==> src/rtl/cscp_pkg.sv <==
package cscp_pkg;
  // Control word layout
  localparam int WORD_W = 16;
  localparam int ADDR_W = 7;
  localparam int DATA_W = 9;
  localparam int ADDR_MSB = 15;
  localparam int ADDR_LSB = 9;
  localparam int DATA_MSB = 8;
  // Register file
  localparam int REG_COUNT = 128;
  localparam logic [6:0] SOFTWARE_RESET_TRIGGER_OFS = 7'h00;
  localparam logic [8:0] REG_RESET_VAL = 9'h000;
  // Two-wire bus address
  localparam logic [6:0] OWN_BUS_ADDR = 7'h1a;
  localparam logic [3:0] BITS_PER_BYTE = 4'h8;
  // Two-wire receive states
  typedef enum logic [2:0] {
    IDLE = 3'b000,
    ADDR_BYTE = 3'b001,
    ADDR_ACK = 3'b010,
    DATA_BYTE = 3'b011,
    DATA_ACK = 3'b100,
    WAIT_STOP = 3'b101
  } cscp_tw_state_e;
endpackage : cscp_pkg

==> src/rtl/cscp_control_port.sv <==
// Notes on behaviour
// - Mode pin low two-wire, high three-wire
// - Word is 7 address then 9 data
// - Three-wire samples one bit per clock rise
// - Latch rise takes last sixteen bits
// - Slave only; start is data fall, clock high
// - Shift seven address bits and the read/write bit, MSB first
// - Matching address is acknowledged by pulling low
// - Mismatch or read bit: no ack, idle
// - First data byte holds B15..B8, acknowledged
// - Second byte holds B7..B0, acknowledged
// - Stop returns to idle
// - Unexpected change while clock high aborts
// - Fixed bus address 0011010
// - Write to address zero resets all registers
// - Reset loads defaults before any word
// - Latch pin acts only when function select is three-wire
module cscp_control_port #(
  parameter int REGS = cscp_pkg::REG_COUNT
) (
  input wire logic clk_sys,
  input wire logic sys_rst,
  input wire logic modePin,
  input wire logic serialClockPin,
  input wire logic serialDataPinIn,
  output logic serialDataPinOut,
  output logic serialDataPinOe,
  input wire logic chipSelectLatchPin,
  input wire logic [6:0] readAddr,
  output logic [8:0] readData,
  output logic wordStrobe,
  output logic [15:0] lastWord
);
  ////////////////////////////////////////////////////////////////////////////
  // Pin synchronisers
  logic modeS;
  logic sclkS;
  logic sdaS;
  logic csS;

  cscp_sync uSyncMode (.clk_sys(clk_sys), .sys_rst(sys_rst), .pinIn(modePin), .pinSync(modeS));
  cscp_sync uSyncClk (.clk_sys(clk_sys), .sys_rst(sys_rst), .pinIn(serialClockPin),
    .pinSync(sclkS));
  cscp_sync uSyncDat (.clk_sys(clk_sys), .sys_rst(sys_rst), .pinIn(serialDataPinIn),
    .pinSync(sdaS));
  cscp_sync uSyncCs (.clk_sys(clk_sys), .sys_rst(sys_rst), .pinIn(chipSelectLatchPin),
    .pinSync(csS));

  ////////////////////////////////////////////////////////////////////////////
  // Edge detection on synchronised pins
  logic sclkD_r;
  logic sdaD_r;
  logic csD_r;
  logic sclkRise;
  logic sclkFall;
  logic csRise;
  logic startCond;
  logic stopCond;

  always_ff @(posedge clk_sys) begin
    if (sys_rst) begin
      sclkD_r <= 1'b1;
      sdaD_r <= 1'b1;
      csD_r <= 1'b1;
    end else begin
      sclkD_r <= sclkS;
      sdaD_r <= sdaS;
      csD_r <= csS;
    end
  end

  always_comb begin
    sclkRise = sclkS & ~sclkD_r;
    sclkFall = ~sclkS & sclkD_r;
    csRise = csS & ~csD_r; // Latch edge; it commits a word only when function select is three-wire
    startCond = sclkS & sclkD_r & sdaD_r & ~sdaS;
    stopCond = sclkS & sclkD_r & ~sdaD_r & sdaS;
  end

  ////////////////////////////////////////////////////////////////////////////
  // Three-wire shifter: keeps last sixteen bits, MSB enters first
  logic [15:0] shift3_r;
  logic [15:0] shift3_nxt;

  always_comb begin
    shift3_nxt = shift3_r;
    if (modeS && sclkRise) begin
      shift3_nxt = {shift3_r[14:0], sdaS};
    end
  end

  always_ff @(posedge clk_sys) begin
    if (sys_rst) begin
      shift3_r <= 16'h0000;
    end else begin
      shift3_r <= shift3_nxt;
    end
  end

  ////////////////////////////////////////////////////////////////////////////
  // Two-wire receiver
  cscp_pkg::cscp_tw_state_e state_r;
  cscp_pkg::cscp_tw_state_e state_nxt;
  logic [3:0] bitCnt_r;
  logic [3:0] bitCnt_nxt;
  logic [7:0] byte_r;
  logic [7:0] byte_nxt;
  logic [15:0] word2_r;
  logic [15:0] word2_nxt;
  logic byteIdx_r;
  logic byteIdx_nxt;
  logic ackDrive_r;
  logic ackDrive_nxt;
  logic word2Done;

  always_comb begin
    state_nxt = state_r;
    bitCnt_nxt = bitCnt_r;
    byte_nxt = byte_r;
    word2_nxt = word2_r;
    byteIdx_nxt = byteIdx_r;
    ackDrive_nxt = ackDrive_r;
    word2Done = 1'b0;
    if (modeS) begin
      state_nxt = cscp_pkg::IDLE;
      ackDrive_nxt = 1'b0;
    end else if (startCond) begin
      // A start anywhere restarts address reception
      state_nxt = cscp_pkg::ADDR_BYTE;
      bitCnt_nxt = 4'h0;
      ackDrive_nxt = 1'b0;
    end else if (stopCond) begin
      state_nxt = cscp_pkg::IDLE;
      ackDrive_nxt = 1'b0;
    end else begin
      case (state_r)
        cscp_pkg::ADDR_BYTE, cscp_pkg::DATA_BYTE: begin
          if (sclkRise) begin
            byte_nxt = {byte_r[6:0], sdaS};
            bitCnt_nxt = bitCnt_r + 4'h1;
          end
          if (sclkFall && bitCnt_r == cscp_pkg::BITS_PER_BYTE) begin
            bitCnt_nxt = 4'h0;
            if (state_r == cscp_pkg::ADDR_BYTE) begin
              // Ack only own address with write bit
              if (byte_r[7:1] == cscp_pkg::OWN_BUS_ADDR && !byte_r[0]) begin
                state_nxt = cscp_pkg::ADDR_ACK;
                ackDrive_nxt = 1'b1;
                byteIdx_nxt = 1'b0;
              end else begin
                state_nxt = cscp_pkg::IDLE;
              end
            end else begin
              state_nxt = cscp_pkg::DATA_ACK;
              ackDrive_nxt = 1'b1;
              if (!byteIdx_r) begin
                word2_nxt[15:8] = byte_r;
              end else begin
                word2_nxt[7:0] = byte_r;
              end
            end
          end
        end
        cscp_pkg::ADDR_ACK: begin
          // Release after the ack clock pulse ends
          if (sclkFall) begin
            ackDrive_nxt = 1'b0;
            state_nxt = cscp_pkg::DATA_BYTE;
          end
        end
        cscp_pkg::DATA_ACK: begin
          if (sclkFall) begin
            ackDrive_nxt = 1'b0;
            if (!byteIdx_r) begin
              byteIdx_nxt = 1'b1;
              state_nxt = cscp_pkg::DATA_BYTE;
            end else begin
              word2Done = 1'b1;
              state_nxt = cscp_pkg::WAIT_STOP;
            end
          end
        end
        cscp_pkg::WAIT_STOP: begin
          state_nxt = cscp_pkg::WAIT_STOP;
        end
        default: begin
          state_nxt = cscp_pkg::IDLE;
        end
      endcase
    end
  end

  always_ff @(posedge clk_sys) begin
    if (sys_rst) begin
      state_r <= cscp_pkg::IDLE;
      bitCnt_r <= 4'h0;
      byte_r <= 8'h00;
      word2_r <= 16'h0000;
      byteIdx_r <= 1'b0;
      ackDrive_r <= 1'b0;
    end else begin
      state_r <= state_nxt;
      bitCnt_r <= bitCnt_nxt;
      byte_r <= byte_nxt;
      word2_r <= word2_nxt;
      byteIdx_r <= byteIdx_nxt;
      ackDrive_r <= ackDrive_nxt;
    end
  end

  // Open-drain data pin: drives low only during acknowledge
  assign serialDataPinOut = 1'b0;
  assign serialDataPinOe = ackDrive_r;

  ////////////////////////////////////////////////////////////////////////////
  // Word commit and register file
  logic commit;
  logic [15:0] commitWord;
  logic [8:0] regs_r [REGS];
  logic [8:0] regs_nxt [REGS];
  logic wordStrobe_nxt;
  logic [15:0] lastWord_r;
  logic [15:0] lastWord_nxt;
  logic [6:0] wAddr;

  always_comb begin
    commit = (modeS && csRise) || word2Done;
    commitWord = modeS ? shift3_r : word2_nxt;
    wAddr = commitWord[cscp_pkg::ADDR_MSB:cscp_pkg::ADDR_LSB];
    wordStrobe_nxt = commit;
    lastWord_nxt = commit ? commitWord : lastWord_r;
  end

  // One write path per register; the reset word clears them all
  for (genvar i = 0; i < REGS; i++) begin : gRegs
    always_comb begin
      regs_nxt[i] = regs_r[i];
      if (commit && wAddr == cscp_pkg::SOFTWARE_RESET_TRIGGER_OFS) begin
        regs_nxt[i] = cscp_pkg::REG_RESET_VAL;
      end else if (commit && wAddr == 7'(i)) begin
        regs_nxt[i] = commitWord[cscp_pkg::DATA_MSB:0];
      end
    end

    always_ff @(posedge clk_sys) begin
      if (sys_rst) begin
        regs_r[i] <= cscp_pkg::REG_RESET_VAL;
      end else begin
        regs_r[i] <= regs_nxt[i];
      end
    end
  end

  always_ff @(posedge clk_sys) begin
    if (sys_rst) begin
      wordStrobe <= 1'b0;
      lastWord_r <= 16'h0000;
      readData <= 9'h000;
    end else begin
      wordStrobe <= wordStrobe_nxt;
      lastWord_r <= lastWord_nxt;
      // Trigger register is write-only and reads zero
      readData <= regs_r[readAddr];
    end
  end

  assign lastWord = lastWord_r;
endmodule : cscp_control_port

==> src/rtl/cscp_sync.sv <==
// Two-flop synchroniser for one pin; first stage read only by the second
module cscp_sync (
  input wire logic clk_sys,
  input wire logic sys_rst,
  input wire logic pinIn,
  output logic pinSync
);
  logic stage1_r;
  logic stage2_r;
  logic stage1_nxt;
  logic stage2_nxt;

  // Next values
  always_comb begin
    stage1_nxt = pinIn;
    stage2_nxt = stage1_r;
  end

  // Registers
  always_ff @(posedge clk_sys) begin
    if (sys_rst) begin
      stage1_r <= 1'b1;
      stage2_r <= 1'b1;
    end else begin
      stage1_r <= stage1_nxt;
      stage2_r <= stage2_nxt;
    end
  end

  assign pinSync = stage2_r;
endmodule : cscp_sync

==> config.mk <==
export PLATFORM = sky130hd
export DESIGN_NAME = cscp_control_port
export DESIGN_NICKNAME = d
export VERILOG_FILES = /design/src/rtl/cscp_pkg.sv /design/src/rtl/cscp_control_port.sv /design/src/rtl/cscp_sync.sv
export SDC_FILE = /design/constraint.sdc
export NUM_CORES = 2
export LEC_CHECK = 0
export BUFFER_PORTS_ARGS = -buffer_cell sky130_fd_sc_hd__buf_2
export CAP_MARGIN = 0
export CORE_UTILIZATION = 63
export DETAILED_ROUTE_END_ITERATION = 10
export PLACE_DENSITY = 0.79
export SLEW_MARGIN = 0
export SYNTH_ARGS = -nofsm -noshare
export SYNTH_HDL_FRONTEND = slang
export SYNTH_HIERARCHICAL = 1
export SYNTH_SLANG_ARGS = --single-unit
==> constraint.sdc <==
create_clock -name clk_sys -period 4.32 [get_ports clk_sys]
set_input_delay 1.08 -clock clk_sys [delete_from_list [all_inputs] [get_ports clk_sys]]
set_output_delay 1.08 -clock clk_sys [all_outputs]
set_load 0.005 [all_outputs]
==> results.json <==
{
  "grt_max_degree": 98,
  "status": "finished, final reports clean",
  "synthTopCellsByArea": "edfxtp_1 64%, mux4_2 11%, nor2_1 8.4%",
  "fp.dieH_um": 294,
  "seq_area_mm2": 0.0360,
  "setup_tns_ns": 0,
  "synth_fp_nets": 3981,
  "tightest_slew_ns": 1.41,
  "crit_start": "bitCnt_r[0]",
  "r2r_cells": 10,
  "ys_warn_count": 6,
  "instances_no_fill": 5252,
  "syn_to_final_growth_pct": 11.6,
  "num_rows": 106,
  "dr.pass1.iters": 7,
  "grt.total_usage_pct": 33.9,
  "yosysSeqAreaShare_pct": 67.1,
  "worstPathMaxFanout": 19,
  "synthArstFlopShare_pct": 0,
  "clockBufferDepth": 3,
  "cts_root_buf": "clkbuf_16",
  "fin_crit_sh_pct": 95.4,
  "multi_input_area_mm2": 0.0166,
  "io_pins": 41,
  "min_period_ns": 4.12,
  "start_util_pct": 63.9,
  "die_w_um": 294,
  "arrival_ns": 4.46,
  "maxCapViolCount": 0,
  "finalHoldViolCount": 0,
  "fin_skew_ns": 0.0368,
  "grt.busiest_layer": "met2",
  "coreArea_mm2": 0.0841,
  "antenna_found_initial": 3,
  "finalWirelength_um": 144000,
  "hp-class": "flip-flop to flip-flop",
  "max-slew-margin-rel_pct": 6.03,
  "grt_pass1_wl_um": 214000,
  "post-place-ws_ns": 0.0902,
  "drt_iter0_markers": 5276,
  "cts_hold_buffers": 0,
  "clkTransAtPathRegs_ns": 0.06,
  "ir_drop_mv": 0.371,
  "cts_tree": "yes",
  "dieArea_mm2": 0.0865,
  "vias": 35000,
  "route.detailed.drc": 0,
  "p_per_area_mw_per_mm2": 430,
  "avgSynthCellArea_um2": 13.5,
  "holdCritStartpoint": "uSyncClk/stage1_r",
  "grt_overflow": 0,
  "use_met3_pct": 8.28,
  "numPortBuffers": 39,
  "syn_area_mm2": 0.0537,
  "grtUsageMet2_pct": 50.9,
  "r2r_start": "bitCnt_r[0]",
  "fill_cells": 5254,
  "r2r_end": "regs_r[51][6]",
  "worstSetupPathType": "flip-flop to flip-flop",
  "nNetsFinal": 4032,
  "r2r_slack_ns": 0.20,
  "start_kind": "flip-flop",
  "synth_top_area_share_pct": 63.9,
  "placedCellCount": 5032,
  "finalMaxSlewViolations": 0,
  "rsz0062_at_grt": "false",
  "synth_edf_count": 1143,
  "clock_sinks": 1229,
  "clock_latency_ns": 0.70,
  "dp_hpwl_um": 96100,
  "gp_congestion": 0.972,
  "p_leak_nw": 20.0,
  "synthFlopType": "edfxtp_1",
  "ys_ff_latch": 1229,
  "finalWorstSetupSlack_ns": 0.199,
  "crit_end": "regs_r[51][6]",
  "viasPerCell": 6.67,
  "grt_pass1_vias": 33500,
  "netlist_instances": 3966,
  "antenna_left": 0,
  "fmax_mhz": 243,
  "use_met1_pct": 47.3,
  "setup-violations-final": 0,
  "wl_per_cell_um": 27.5,
  "htree_levels": 3,
  "yosysTopAreaCell": "edfxtp_1",
  "cts-buffers-inserted": 117,
  "ys_types": 79,
  "drive_gt1_share_pct": 18.7,
  "required_ns": 4.66,
  "end_kind": "flip-flop"
}
-- power breakdown --
part / switching [mW] / internal [mW] / leakage, nW / total, mW
clock network: 4.42 / 6.24 / 1.95 / 10.7
registers: 0.184 / 13.5 / 12.5 / 13.6
logic: 0.932 / 0.576 / 5.51 / 1.51
total: 5.54 / 20.3 / 20.0 / 25.8
-- per-layer routing --
layer	vias to the layer above	share of wire, %	wire length (um)
met5	-	0	0
met4	0	5.2	7560
met3	417	14	20500
met2	2776	45	65500
met1	17200	35	50600
li1	14600	-	-
-- stage by stage --
| stage | hold slack [ns] | utilization [%] | total power, mW | cell area (um2) |
|---|---|---|---|---|
| 2_1_floorplan | 0.383 | - | 14.7 | 53700 |
| 3_3_place_gp | 0.388 | 66.6 | 15.3 | 56000 |
| 3_5_place_dp | 0.394 | 66.6 | 15.3 | 56000 |
| 4_1_cts | 0.409 | 71.3 | 25.8 | 60000 |
| 5_1_grt | 0.444 | 71.3 | 26.3 | 60000 |
| 6_report | 0.411 | 71.3 | 25.8 | 60000 |
-- timing repair --
action | CTS | global route
hold endpoints to repair | 0 | 0
resized for setup | 0 | 1
setup endpoints to repair | 0 | 656
buffers inserted | 0 | 0
-- sequential cells by signal, indices dropped and copies added (netlist names), 3 cells and up --
signal and count:
word2_r 16, shift3_r 16, lastWord 16, readData 9, byte_r 8, regs_r 1143
bitCnt_r 4, state_r 3
-- cells in the mapped netlist (all sizes together), types with 11 or more instances --
library cell	count
a21oi	55
a221oi	20
a22oi	31
a31oi	13
buf	123
clkbuf	160
dfxtp	86
edfxtp	1143
inv	19
mux2	31
mux2i	87
mux4	262
nand2	370
nand2b	13
nand3	20
nor2	1209
nor2b	27
nor3	36
o21a	11
o21ai	53
o22ai	42
or2	16
-- worst min-delay path by stage --
| stage | cells past startpoint | slack [ns] | endpoint |
|---|---|---|---|
| floorplan | 1 | 0.38 | uSyncClk/pinSync |
| finish | 1 | 0.41 | uSyncClk/pinSync |
| global placement | 1 | 0.39 | uSyncCs/pinSync |
| CTS | 1 | 0.41 | uSyncCs/pinSync |
| global route | 1 | 0.44 | uSyncClk/pinSync |
| detailed placement | 1 | 0.39 | uSyncClk/pinSync |
-- worst max-delay path, cell delays in order, from the launching register on --
cell and delay [ns]:
dfxtp_1 0.39, inv_1 0.07, ha_1 0.21, nand4b_1 0.16
or3_1 0.28, nor2_4 0.14, a211oi_4 0.66, nor2_1 0.24
a31oi_4 0.80, buf_4 0.43, nand2_1 0.35
-- logic make-up (layout without fill, tap and decap cells) --
group                    after synthesis  after routing  share of synthesized area [%]
XOR/XNOR                               6              6                         0.0978
buffers and inverters                302            453                           2.28
other                                  1              2                        0.00698
AO/OA/AOI/OAI                        307            307                           3.95
flip-flops                          1229           1229                           67.1
adder cells (fa/ha/maj)                2              2                         0.0466
multiplexers                         380            380                           13.3
AND/OR/NAND/NOR                     1739           1739                           13.3
-- layout make-up --
cell class,count,share of cell area [%]
flip-flops and latches,1229,60.1
clock buffers,151,5.28
diodes,1,0.00417
inverters,19,0.119
well taps,1134,2.37
multi-input cells,2435,27.6
repair buffers,215,3.16
clock inverters,68,1.35
-- layout by cell type, fill, tap and decap left out, types with 11 or more instances in the layout --
cell          n
mux4_2      262
buf_2        36
o21a_1       11
dfxtp_1      86
nor3_1       20
buf_4       148
a21oi_1      53
o21ai_0      53
clkinv_2     18
inv_1        18
a22oi_1      31
buf_12       28
nand2_2      31
nand2_1     330
nand3_1      19
nor2b_1      27
nor2_1     1204
nor3_2       15
a31oi_1      12
clkinv_1     21
clkbuf_16   119
nand2b_1     13
edfxtp_1   1143
mux2_2       31
mux2i_1      87
o22ai_1      42
clkbuf_1     23
bufinv_16    18
a221oi_1     20
No activity file was read; power rests on OpenSTA's default activity.
